<file path="src/rtl/hpm_defs.vh">
// hpm_defs.vh: offsets, field positions, reset values and timing counts for the host/phy pin mux
// assumes: included by hpm_pin_mux.v only, plain verilog-2005
`ifndef HPM_DEFS_VH
`define HPM_DEFS_VH
// register offsets (byte addresses, one 32-bit word each)
`define HPM_MODULE_CONFIG_REGISTER 8'h00
`define HPM_DEBUG_PORT_CTRL 8'h04
`define HPM_DRIVE_STRENGTH 8'h08
`define HPM_HOST_PIN_PULL_ENABLE 8'h0c
`define HPM_HOST_PIN_PULL_DIRECTION 8'h10
`define HPM_STATUS 8'h14
`define HPM_HOST_WDATA 8'h18
`define HPM_HOST_RDATA 8'h1c
`define HPM_HOST_ADDR 8'h20
// module config field: phy type select bits [1:0]
`define HPM_PHY_TYPE_LSB 0
`define HPM_PHY_BG 2'h0
`define HPM_PHY_RS485 2'h1
// host mode strap codes
`define HPM_MODE_ASYNC_MEM 2'h0
`define HPM_MODE_MUXED 2'h1
// reset values
`define HPM_PULL_EN_RST 32'h0000_0000
`define HPM_PULL_DIR_RST 32'h0000_0000
`define HPM_DRIVE_RST 32'h0000_003f
`define HPM_MCR_RST 2'h0
`define HPM_DBG_RST 4'h0
// timing: strap latch window and clock out
`define HPM_CLK_HZ 40000000
`define HPM_STRAP_NS 200
`define HPM_STRAP_CYC ((`HPM_STRAP_NS * (`HPM_CLK_HZ / 1000000) + 999) / 1000)
`define HPM_BUS_CLK_MAX_HZ 8000000
`endif

</file>
<file path="src/rtl/hpm_pin_mux.v">
// hpm_pin_mux.v: host and phy pin function multiplexer with strap latch and pin control registers
// assumes: mclk_i 40 mhz, pins sampled through two flip-flops, register port driven on mclk_i
//
// Behaviour
// - async mode six inputs are address 1..6; muxed mode expanded address 19..14.
// - expanded address 14 is the least significant of the six.
// - next three inputs are address 7..9 or address select 0..2.
// - async mode, low output enable drives the 16 data pins on read.
// - muxed mode uses six address selects, output enable pin is select 3.
// - async mode, sixteen pins are data, bit 0 least significant.
// - muxed mode, sixteen pins carry address then data, line 0 lsb; the code uses them for data only, host address 13..0 stays zero.
// - write enable strobe captures host data in async mode.
// - host mode and clock select straps sampled during internal reset.
// - while latching, strap pins undriven and pulled down.
// - latched clock select straps choose external clock output rate.
// - receive pins go to channels 1 and 2 for any phy type; phy type field sets the rs485 flag.
// - guardian tick output driven for any phy type.
// - guardian macrotick output driven for any phy type.
// - guardian arm output driven for any phy type.
// - debug control register picks each debug strobe's function.
// - software selects full or reduced drive per output pin.
// - software enables pull and chooses direction per input pin.
// - all pulls disabled after reset.
// - drive strength bits 5:0 full after reset, the others reduced.
//
// operating notes
// every pin input passes two flip-flops first
// so a pin change shows on a decoded output
// three clock edges later
// two edges for the synchroniser
// one edge for the output register
// the host must hold levels longer than that
// a pulse shorter than a clock is lost
//
// strap window
// the window opens when reset is released
// it lasts strap_cyc plus one clock edges
// the synchroniser holds zero for two edges
// so the last sample of the window is the one kept
// strap_cyc below two would keep a stale zero
// shared pins are not driven in the window
// the pulldown request stays high in the window
// external pulls set the strapped levels
// after the window the guardian pins drive
// the straps then stay frozen until reset
//
// strap codes
// host mode is txd1 then tick
// zero selects the async memory host mode
// any other code selects the muxed mode
// clock select is mtick then arm
// zero stops the external clock output
// one gives a tenth of the core clock
// two gives a quarter of the core clock
// three toggles on every core clock edge
//
// async memory mode
// six low address pins are address 1 to 6
// three middle pins are address 7 to 9
// bit 0 of the host address is always zero
// output enable low drives the data pins
// the read word register feeds the data pins
// data pins are captured while write is low
// the last word before write rises is kept
// the host may drop data as write rises
// because both cross the same synchroniser
//
// muxed mode
// six low address pins are address 19 to 14
// three middle pins are selects 0 to 2
// the output enable pin is select 3
// two high pins are selects 4 and 5
// write enable pin is read/write, high reads
// data pins drive while reading and clock high
// a write word is taken at the bus clock rise
// the bus clock is sampled, not used as a clock
// so it must stay well below the core clock
//
// receive pins
// pin 1 goes to channel 1, pin 2 to channel 2
// the routing is the same for either phy type
// the phy type only sets the rs485 flag
//
// guardian and debug pins
// tick, macrotick and arm follow their sources
// debug control bit 0 puts debug on arm
// debug control bit 1 puts debug on tick
// debug control bits 3:2 pick the source
// macrotick never carries a debug source
//
// pad control
// drive register, one bit per output pin
// a one asks for full drive
// pull enable register, one bit per pin
// pull direction register, a one pulls up
// pad controls reach the pads one edge late
//
// register port
// writes take effect on the next edge
// read data stand for one cycle only
// the read data output is zero otherwise
// unmapped addresses read zero
// writes to unmapped addresses are ignored
// the slave never stalls the master
//
// limitations
// no interrupt logic lives in this block
// no transmit pins are handled here
// the host address view is for the core only
// no byte lanes: the word is always 16 bits
// the chip select is synchronised
// but not used by this block
//
`include "hpm_defs.vh"
module hpm_pin_mux #(
    parameter STRAP_CYC = `HPM_STRAP_CYC,
    parameter DW = 16
) (
    input wire mclk_i,
    input wire rst_n_i,
    // register port
    input wire [7:0] reg_addr_i,
    input wire [31:0] reg_wdata_i,
    input wire reg_wr_i,
    input wire reg_rd_i,
    output reg [31:0] reg_rdata_o,
    // host address pins
    input wire [5:0] haddr_lo_i,
    input wire [2:0] haddr_mid_i,
    input wire read_oe_n_i,
    input wire [1:0] address_select_hi_i,
    input wire chip_sel_n_i,
    input wire write_en_n_i,
    input wire host_bus_clock_in_i,
    // data pins
    input wire [DW-1:0] data_pin_i,
    output reg [DW-1:0] data_pin_o,
    output reg data_pin_oe_o,
    // shared guardian / debug / strap pins
    input wire tick_pin_i,
    output reg tick_pin_o,
    output reg tick_pin_oe_o,
    input wire mtick_pin_i,
    output reg mtick_pin_o,
    output reg mtick_pin_oe_o,
    input wire arm_pin_i,
    output reg arm_pin_o,
    output reg arm_pin_oe_o,
    input wire txd1_pin_i,
    output reg strap_pulldown_o,
    // receive pins and core-side channels
    input wire [1:0] phy_receive_data_i,
    output reg [1:0] rx_channel_o,
    output reg rx_is_rs485_o,
    // core-side guardian and debug sources
    input wire guardian_tick_src_i,
    input wire guardian_macrotick_src_i,
    input wire guardian_arm_src_i,
    input wire [3:0] debug_src_i,
    // external clock output
    output reg external_clock_output_o,
    // pad control
    output reg [31:0] drive_full_o,
    output reg [31:0] pull_enable_o,
    output reg [31:0] pull_up_o,
    // decoded host view
    output reg [1:0] host_mode_o,
    output reg [19:0] host_addr_o,
    output reg [5:0] address_select_o,
    output reg host_write_o
);
    localparam ST_LATCH = 2'h0;
    localparam ST_RUN = 2'h1;

    // two-flop synchronisers for all pin inputs
    localparam SW = 6 + 3 + 1 + 2 + 1 + 1 + 1 + DW + 4 + 2;
    wire [SW-1:0] raw = {haddr_lo_i, haddr_mid_i, read_oe_n_i, address_select_hi_i, chip_sel_n_i, write_en_n_i,
        host_bus_clock_in_i, data_pin_i, tick_pin_i, mtick_pin_i, arm_pin_i, txd1_pin_i, phy_receive_data_i};
    reg [SW-1:0] s1_r;
    reg [SW-1:0] s2_r;
    always @(posedge mclk_i or negedge rst_n_i) begin
        if (!rst_n_i) begin
            s1_r <= {SW{1'b0}};
            s2_r <= {SW{1'b0}};
        end else begin
            s1_r <= raw;
            s2_r <= s1_r;
        end
    end
    wire [5:0] a_lo = s2_r[SW-1 -: 6];
    wire [2:0] a_mid = s2_r[SW-7 -: 3];
    wire oe_n = s2_r[SW-10];
    wire [1:0] sel_hi = s2_r[SW-11 -: 2];
    wire we_n = s2_r[SW-14];
    wire bclk = s2_r[SW-15];
    wire [DW-1:0] dpin = s2_r[SW-16 -: DW];
    wire st_tick = s2_r[5];
    wire st_mtick = s2_r[4];
    wire st_arm = s2_r[3];
    wire st_txd1 = s2_r[2];
    wire [1:0] rxd = s2_r[1:0];

    // strap latch sequencer: pins released and pulled down during the window
    reg [1:0] state_r;
    reg [15:0] cnt_r;
    reg [1:0] mode_r;
    reg [1:0] clk_sel_r;
    always @(posedge mclk_i or negedge rst_n_i) begin
        if (!rst_n_i) begin
            state_r <= ST_LATCH;
            cnt_r <= 16'h0000;
            mode_r <= 2'h0;
            clk_sel_r <= 2'h0;
        end else begin
            case (state_r)
                ST_LATCH: begin
                    mode_r <= {st_txd1, st_tick};
                    clk_sel_r <= {st_mtick, st_arm};
                    if (cnt_r == STRAP_CYC[15:0]) begin
                        state_r <= ST_RUN;
                    end else begin
                        cnt_r <= cnt_r + 16'h0001;
                    end
                end
                ST_RUN: begin
                    state_r <= ST_RUN; // straps frozen
                end
                default: begin
                    state_r <= ST_LATCH;
                end
            endcase
        end
    end
    wire run = (state_r == ST_RUN);

    // software registers
    reg [1:0] phy_type_r;
    reg [3:0] dbg_r;
    reg [31:0] drive_r;
    reg [31:0] pull_en_r;
    reg [31:0] pull_dir_r;
    reg [DW-1:0] rd_word_r;
    reg [DW-1:0] wr_word_r;
    reg bclk_d_r;
    wire mode_async = (mode_r == `HPM_MODE_ASYNC_MEM);
    always @(posedge mclk_i or negedge rst_n_i) begin
        if (!rst_n_i) begin
            phy_type_r <= `HPM_MCR_RST;
            dbg_r <= `HPM_DBG_RST;
            drive_r <= `HPM_DRIVE_RST;
            pull_en_r <= `HPM_PULL_EN_RST;
            pull_dir_r <= `HPM_PULL_DIR_RST;
            rd_word_r <= {DW{1'b0}};
            wr_word_r <= {DW{1'b0}};
            bclk_d_r <= 1'b0;
            reg_rdata_o <= 32'h0000_0000;
        end else begin
            bclk_d_r <= bclk;
            // track host data while write enable is low, last word kept
            if (run && mode_async && !we_n) begin
                wr_word_r <= dpin;
            end
            if (run && !mode_async && !bclk_d_r && bclk && !we_n) begin
                wr_word_r <= dpin;
            end
            if (reg_wr_i) begin
                case (reg_addr_i)
                    `HPM_MODULE_CONFIG_REGISTER: phy_type_r <= reg_wdata_i[`HPM_PHY_TYPE_LSB +: 2];
                    `HPM_DEBUG_PORT_CTRL: dbg_r <= reg_wdata_i[3:0];
                    `HPM_DRIVE_STRENGTH: drive_r <= reg_wdata_i;
                    `HPM_HOST_PIN_PULL_ENABLE: pull_en_r <= reg_wdata_i;
                    `HPM_HOST_PIN_PULL_DIRECTION: pull_dir_r <= reg_wdata_i;
                    `HPM_HOST_RDATA: rd_word_r <= reg_wdata_i[DW-1:0];
                    default: ;
                endcase
            end
            reg_rdata_o <= 32'h0000_0000;
            if (reg_rd_i) begin
                case (reg_addr_i)
                    `HPM_MODULE_CONFIG_REGISTER: reg_rdata_o <= {30'h0, phy_type_r};
                    `HPM_DEBUG_PORT_CTRL: reg_rdata_o <= {28'h0, dbg_r};
                    `HPM_DRIVE_STRENGTH: reg_rdata_o <= drive_r;
                    `HPM_HOST_PIN_PULL_ENABLE: reg_rdata_o <= pull_en_r;
                    `HPM_HOST_PIN_PULL_DIRECTION: reg_rdata_o <= pull_dir_r;
                    `HPM_STATUS: reg_rdata_o <= {27'h0, run, clk_sel_r, mode_r};
                    `HPM_HOST_WDATA: reg_rdata_o <= {{(32-DW){1'b0}}, wr_word_r};
                    `HPM_HOST_RDATA: reg_rdata_o <= {{(32-DW){1'b0}}, rd_word_r};
                    `HPM_HOST_ADDR: reg_rdata_o <= {12'h0, host_addr_o};
                    default: reg_rdata_o <= 32'h0000_0000;
                endcase
            end
        end
    end

    // external clock divider: 4, 10 or 20 mhz, or off
    reg [2:0] div_r;
    reg ck_r;
    wire [2:0] half = (clk_sel_r == 2'h1) ? 3'h4 : 3'h1;
    always @(posedge mclk_i or negedge rst_n_i) begin
        if (!rst_n_i) begin
            div_r <= 3'h0;
            ck_r <= 1'b0;
        end else if (div_r >= half) begin
            div_r <= 3'h0;
            ck_r <= ~ck_r;
        end else begin
            div_r <= div_r + 3'h1;
        end
    end

    // pin function routing
    always @(posedge mclk_i or negedge rst_n_i) begin
        if (!rst_n_i) begin
            data_pin_o <= {DW{1'b0}};
            data_pin_oe_o <= 1'b0;
            tick_pin_o <= 1'b0;
            tick_pin_oe_o <= 1'b0;
            mtick_pin_o <= 1'b0;
            mtick_pin_oe_o <= 1'b0;
            arm_pin_o <= 1'b0;
            arm_pin_oe_o <= 1'b0;
            strap_pulldown_o <= 1'b1;
            rx_channel_o <= 2'h0;
            rx_is_rs485_o <= 1'b0;
            external_clock_output_o <= 1'b0;
            drive_full_o <= `HPM_DRIVE_RST;
            pull_enable_o <= `HPM_PULL_EN_RST;
            pull_up_o <= `HPM_PULL_DIR_RST;
            host_mode_o <= 2'h0;
            host_addr_o <= 20'h00000;
            address_select_o <= 6'h00;
            host_write_o <= 1'b0;
        end else begin
            strap_pulldown_o <= ~run;
            tick_pin_oe_o <= run;
            mtick_pin_oe_o <= run;
            arm_pin_oe_o <= run;
            tick_pin_o <= dbg_r[1] ? debug_src_i[dbg_r[3:2]] : guardian_tick_src_i;
            mtick_pin_o <= guardian_macrotick_src_i;
            arm_pin_o <= dbg_r[0] ? debug_src_i[dbg_r[3:2]] : guardian_arm_src_i;
            rx_channel_o <= rxd; // pin 1 -> channel 1, pin 2 -> channel 2
            rx_is_rs485_o <= (phy_type_r == `HPM_PHY_RS485);
            external_clock_output_o <= (clk_sel_r == 2'h0) ? 1'b0 : (clk_sel_r == 2'h3) ? ~external_clock_output_o : ck_r;
            drive_full_o <= drive_r;
            pull_enable_o <= pull_en_r;
            pull_up_o <= pull_dir_r;
            host_mode_o <= mode_r;
            if (mode_async) begin
                host_addr_o <= {10'h000, a_mid, a_lo, 1'b0};
                address_select_o <= 6'h00;
                data_pin_oe_o <= run && !oe_n;
                data_pin_o <= rd_word_r;
                host_write_o <= !we_n;
            end else begin
                host_addr_o <= {a_lo, 14'h0000};
                address_select_o <= {sel_hi, oe_n, a_mid};
                data_pin_oe_o <= run && we_n && bclk;
                data_pin_o <= rd_word_r;
                host_write_o <= !we_n;
            end
        end
    end
endmodule // hpm_pin_mux

</file>
<file path="config.mk">
export PLATFORM = sky130hd
export DESIGN_NAME = hpm_pin_mux
export DESIGN_NICKNAME = d
export VERILOG_FILES = /design/src/rtl/hpm_pin_mux.v
export VERILOG_INCLUDE_DIRS = /design/src /design/src/rtl
export SDC_FILE = /design/constraint.sdc
export NUM_CORES = 1
export LEC_CHECK = 0
export BUFFER_PORTS_ARGS = -buffer_cell sky130_fd_sc_hd__clkbuf_2
export CORE_MARGIN = 5
export CORE_UTILIZATION = 30
export CTS_CLUSTER_SIZE = 40
export DETAILED_ROUTE_END_ITERATION = 8
export PLACE_DENSITY_LB_ADDON = 0.15
export RECOVER_POWER = 50
export SKIP_LAST_GASP = 1
export SLEW_MARGIN = 30
export SYNTH_ARGS = -nofsm -noshare
export SYNTH_HDL_FRONTEND = slang
export SYNTH_SLANG_ARGS = --single-unit
</file>
<file path="constraint.sdc">
create_clock -name mclk_i -period 2.4 [get_ports mclk_i]
set_clock_uncertainty 0.2 [all_clocks]
set_input_delay 0.48 -clock mclk_i [delete_from_list [all_inputs] [get_ports mclk_i]]
set_output_delay 0.48 -clock mclk_i [all_outputs]
set_load 0.03 [all_outputs]
</file>
==> results.cfg, run 1 <==
[synth]
ys_ff_latch = 410
synthXorXnorAreaFrac = 0.0104
synth_top_flop_cell = dfrtp_1
synth_top_family_by_area = multiplexers
netlist_top_cells_count = dfrtp_1 (397), mux2_2 (132), a22oi_1 (30), mux2_4 (30), nand2_1 (29)
synth-compound-area-share = 0.0447
ys_seq_area_frac = 0.719
synth.most_common_cell = dfrtp_1
netlist.area_leader.share = 0.695
synth_mux_area_frac = 0.150
synth_simple_gate_area_frac = 0.0530
synth_edf_count = 0
avgSynthCellArea_um2 = 16.3
synth_area_leaders = dfrtp_1 (69%), mux2_2 (10%), mux2_4 (3.2%)
postSynthCellCount = 878
ys_warn_count = 0
ys_types = 54
syn_area_mm2 = 0.0143
async_flop_share = 1.00
synthAdderAreaFrac = 0.00438
yosys.area.top_type = dfrtp_1

[pwr]
p_sw_frac = 0.232
p_switching_w = 0.00372
power_leakage_nw = 9.46
internal_power_w = 0.0123
seqPwrFrac = 0.468
clkPwrFrac = 0.454
power_density_mw_per_mm2 = 843
ir_drop_mv = 0.492
p_comb_frac = 0.078

[die]
ios = 273
die_area_mm2 = 0.0521
core_mm2 = 0.0474
start_util = 0.301
die_h_um = 228
die_w_um = 228
rows = 80

[worst_hold_path]
hold_class = input port to flop
hold_depth = 2
min_to = pull_dir_r[2]
hp-start = reg_wdata_i[2]

[sta]
worstMarginPinSlew_ns = 1.10
rsz0062_at_grt = false
slew_violations = 0
hold_slack_ns = 0.0360
max_freq_ghz = 0.485
setup_viol = 0
maxSlewHeadroom = 0.266
finalCritPeriodShare = 0.860
hold_viol = 0
fin_crit_ns = 2.06

[cells_and_area]
multi_input_area_mm2 = 0.00380
finalNonFillerCells = 1935
synthToLayoutAreaGrowth_pct = 32.6
fin_util = 0.400
nFillCells = 4596
finalNetCount = 1377
design_area_mm2 = 0.0190
regArea_mm2 = 0.0103
layout-drive-gt1-share = 0.427

[global_routing]
grt_pass1_wl_um = 60700
grt_util_met2 = 0.241
grt_busiest_layer = met2
overflow = 0
grt_pass1_vias = 9502
grtUsageMet1 = 0.204
grt_max_degree = 70
grtUsageMet3 = 0.0471
antenna_found_initial = 4
grt_usage = 0.152

[setup_path]
r2r-start = clk_sel_r[1]
arrival_ns = 2.34
crit_path_cell_trace = nand2b_1, ha_1, or3b_2, a21oi_1, xnor2_1
worst_path_max_delay_cell = or3b_2
crit_family = simple AND/OR/NAND/NOR gates
critPathCaptureType = flop
r2r-end = ck_r
rr_worst_depth = 5
critPathKind = flop to flop
worstPathMaxFanout = 4
cp_slowest_stage_delay_ns = 0.46
path_buf_inv = 0
r2r_slack_ns = 0.34
cp_data_required_time_ns = 2.67
cp-start-kind = flop

[detailed_routing]
wl_um = 39400
drt-initial-drc-count = 428
ant_nets = 0
vias_per_cell = 4.42
firstDrtPassIters = 4
num_vias = 8560
drc = 0
post_drt_wl_per_cell_um = 20.4

[place]
port_buffers = 266
placed_cells = 1783
gp_congestion = 0.749
hpwl_um = 28100
place_area_mm2 = 0.0168

[cts]
cts_root_buf = clkbuf_16
insertion_delay_ns = 0.57
post-cts-setup-buffers = 0
clkSlewWorstSetupHoldPaths_ns = 0.06
clock_sinks = 410
hold_buffers = 68
cts_buffers = 46
htree_num_levels = 2
cts_tree = done
post_cts_resized = 0
clock_path_buffers = 3

[flow_run]
cap_violations = 0

[status]
status = finished, final reports clean
-- logic make-up after synthesis --
logic type / Yosys count
compound gates: 85
simple gates: 131
xor+xnor: 17
fa+ha+maj: 5
flops: 410
mux: 181
other cells: 1
buf+inv: 48
-- final cells by class --
cell class	instances	area share
diodes	2	0.000264
well taps	615	0.0406
repair buffers	395	0.133
flip-flops and latches	410	0.542
inverters	7	0.00139
clock buffers	63	0.0679
multi-input cells	424	0.201
clock inverters	19	0.0145
-- metrics by stage --
| step | power (W) | worst slack, ns | TNS [ns] |
|---|---|---|---|
| after floorplan | 0.00819 | 0.135 | 0 |
| after global placement | 0.00880 | -0.0370 | -0.0370 |
| after detailed placement | 0.00882 | -0.0150 | -0.0150 |
| after CTS | 0.0163 | 0.308 | 0 |
| after global routing | 0.0167 | 0.135 | 0 |
| final | 0.0160 | 0.336 | 0 |
-- per-layer routing --
metal / part of all wire / wire (um) / up-vias
met5: 0.00086 / 34 / -
met4: 0.022 / 850 / 6
met3: 0.064 / 2530 / 61
met2: 0.47 / 18500 / 205
met1: 0.44 / 17500 / 4401
li1: - / - / 3887
-- sequential cells by signal, indices dropped and copies added, names as in the netlist, 15 cells and up --
name,flops
host_addr_o,15
pull_up_o,32
pull_dir_r,32
data_pin_o,16
wr_word_r,16
s2_r,36
drive_r,32
s1_r,36
cnt_r,16
pull_enable_o,32
drive_full_o,32
reg_rdata_o,32
rd_word_r,16
pull_en_r,32
-- how the worst max path moves through the flow --
stage	from	to	cells after the start
2_1_floorplan	reg_addr_i[1]	pull_dir_r[10]	6
3_3_place_gp	reg_addr_i[2]	reg_rdata_o[3]	7
3_5_place_dp	reg_addr_i[2]	reg_rdata_o[3]	7
4_1_cts	clk_sel_r[1]	ck_r	5
5_1_grt	mode_r[0]	data_pin_oe_o	4
6_report	clk_sel_r[1]	ck_r	5
-- layout by cell type (no fill, tap or decap), drive strengths merged, types with 5 or more instances in the layout --
cell / synthesis / routed
nor4b: 5 / 5
dfrtp: 397 / 397
a22oi: 30 / 30
a21oi: 10 / 10
nor2b: 20 / 20
conb: 1 / 5
nand2: 30 / 30
ha: 5 / 5
mux2i: 9 / 9
a31oi: 6 / 6
mux2: 171 / 171
clkbuf: 12 / 341
inv: 7 / 8
nor3: 6 / 6
and2: 11 / 11
dfstp: 13 / 13
buf: 29 / 49
dlygate4sd3: 0 / 68
xnor2: 13 / 13
clkinv: 0 / 11
bufinv: 0 / 7
nor2: 29 / 29
a22o: 17 / 17
nand3: 9 / 9
-- power by group through the flow --
| stage | Clock [W] | Sequential [W] | Combinational (W) |
|---|---|---|---|
| after floorplan | 0 | 0.00778 | 0.000412 |
| after global placement | 0 | 0.00761 | 0.00119 |
| after detailed placement | 0 | 0.00762 | 0.00120 |
| after CTS | 0.00752 | 0.00749 | 0.00130 |
| after global routing | 0.00777 | 0.00752 | 0.00137 |
| final | 0.00726 | 0.00748 | 0.00124 |
(Power assumes the default switching activity.)
==> inputs of run 2 (changes only) <==
Settings changed: BUFFER_PORTS_ARGS -buffer_cell sky130_fd_sc_hd__clkbuf_2 to not set, DONT_BUFFER_PORTS set to 1, MAX_ROUTING_LAYER set to met4.
==> results.cfg, run 2 (synthesis gave the netlist of run 1 again) <==
[place]
hpwl_um = 25400
gp_congestion = 0.760
port_buffers = 0

[detailed_routing]
vias_per_cell = 4.61
post_drt_wl_per_cell_um = 23.8
firstDrtPassIters = 4
ant_nets = 0
drc = 0
wl_um = 39500
num_vias = 7644
drt-initial-drc-count = 513

[sta]
slew_violations = 252
finalCritPeriodShare = 0.970
worstMarginPinSlew_ns = 2.32
max_freq_ghz = 0.430
fin_crit_ns = 2.33
hold_slack_ns = -0.600
setup_viol = 0
finalSetupTns_ns = 0
rsz0062_at_grt = false
hold_viol = 399
maxSlewHeadroom = -0.549

[cells_and_area]
final_common_cell = dfrtp_1
fin_util = 0.372
nFillCells = 4511
layout-drive-gt1-share = 0.290
mostFrequentLayoutCells = dfrtp_1 (397), mux2_2 (132), dlygate4sd3_1 (81)
largestRegisters = s1_r: 36 flops, s2_r: 36 flops
finalNetCount = 1095
synthToLayoutAreaGrowth_pct = 23.6

[cts]
post-cts-setup-buffers = 0
hold_buffers = 82
cts_buffers = 47
insertion_delay_ns = 0.58
clock_path_buffers = 3
htree_num_levels = 2
clkSlewWorstSetupHoldPaths_ns = 0.06
cts_tree = done
clock_sinks = 410
cts_root_buf = clkbuf_16

[die]
die_h_um = 228
ios = 273
rows = 80
core_mm2 = 0.0474
die_w_um = 228
die_area_mm2 = 0.0521
start_util = 0.301

[global_routing]
grt_max_degree = 411
overflow = 0
grt_pass1_wl_um = 58000
grt_pass1_vias = 8209
grt_usage = 0.153
antenna_found_initial = 3

[worst_hold_path]
hold_class = input port to async pin

[status]
violations = hold timing, slew limit
status = complete, but fails checks

[pwr]
power_leakage_nw = 8.29
power_density_mw_per_mm2 = 894
ir_drop_mv = 0.563

[setup_path]
r2r-end = ck_r
critPathKind = input port to flop
worstPathMaxFanout = 6
r2r_slack_ns = 0.32
cp-start-kind = input port
arrival_ns = 2.62
rr_worst_depth = 5
r2r-start = clk_sel_r[1]
cp_data_required_time_ns = 2.69
critPathCaptureType = flop

[flow_run]
cap_violations = 0
[run 2: cell count changes in the layout (fill, tap and decap cells not counted), sizes merged]
| cell | delta |
|---|---|
| buf | -18 |
| bufinv | -3 |
| clkbuf | -273 |
| clkinv | -1 |
| clkinvlp | +3 |
| dlygate4sd3 | +13 |
| inv | +2 |
[run 2: routing by layer]
metal	vias up	share of wire	GRT usage
met5	-	0	-
met4	0	0.029	0.0509
met3	62	0.072	0.0477
met2	213	0.46	0.233
met1	4038	0.44	0.197
li1	3331	-	-
[run 2: timing repair]
item	in CTS	in global routing
hold endpoints to repair	585	410
endpoints found under the setup margin	0	1
gates resized for setup	0	1
[run 2: area by class of cell]
| class | instances | area (um^2) | share of cell area |
|---|---|---|---|
| flip-flops and latches | 410 | 10300 | 0.581 |
| multi-input cells | 424 | 3810 | 0.216 |
| clock buffers | 68 | 1390 | 0.0784 |
| repair buffers | 112 | 1140 | 0.0647 |
| well taps | 615 | 769 | 0.0435 |
| clock inverters | 20 | 256 | 0.0145 |
| inverters | 7 | 26.3 | 0.00149 |
| diodes | 2 | 5.00 | 0.000283 |
[run 2: how the worst max path moves through the flow]
stage	from	endpoint	slack [ns]
2_1_floorplan	reg_addr_i[1]	pull_dir_r[10]	0.13
3_3_place_gp	reg_addr_i[1]	reg_rdata_o[3]	0.20
3_5_place_dp	reg_addr_i[5]	reg_rdata_o[7]	0.19
4_1_cts	reg_addr_i[6]	reg_rdata_o[2]	0.05
5_1_grt	reg_addr_i[6]	reg_rdata_o[2]	0.03
6_report	reg_addr_i[6]	reg_rdata_o[2]	0.07
[run 2: worst max-delay path, stage by stage]
cell	delay, ns
dlygate4sd3_1	0.60
nor3_2	0.18
dlygate4sd3_1	0.57
o21ai_0	0.07
dlygate4sd3_1	0.57
a31oi_1	0.15
[run 2: power by group]
group	total (W)	internal, W	switching (W)	leakage, nW
clock network	0.00740	0.00448	0.00293	0.803
logic	0.000615	0.000373	0.000242	2.12
registers	0.00777	0.00728	0.000491	5.36
total	0.0158	0.0121	0.00366	8.29
[run 2: per-stage QoR]
step           power (W)  setup WS [ns]  hold WS [ns]  instances  area, um^2
6_report          0.0158         0.0722        -0.600       1658       17700
5_1_grt           0.0165         0.0280        -0.640       1658       17700
4_1_cts           0.0161         0.0541        -0.644       1656       17700
3_5_place_dp     0.00838          0.189      -0.00497       1486       15200
3_3_place_gp     0.00836          0.196      -0.00246       1486       15200
2_1_floorplan    0.00819          0.135       -0.0156        882       14300
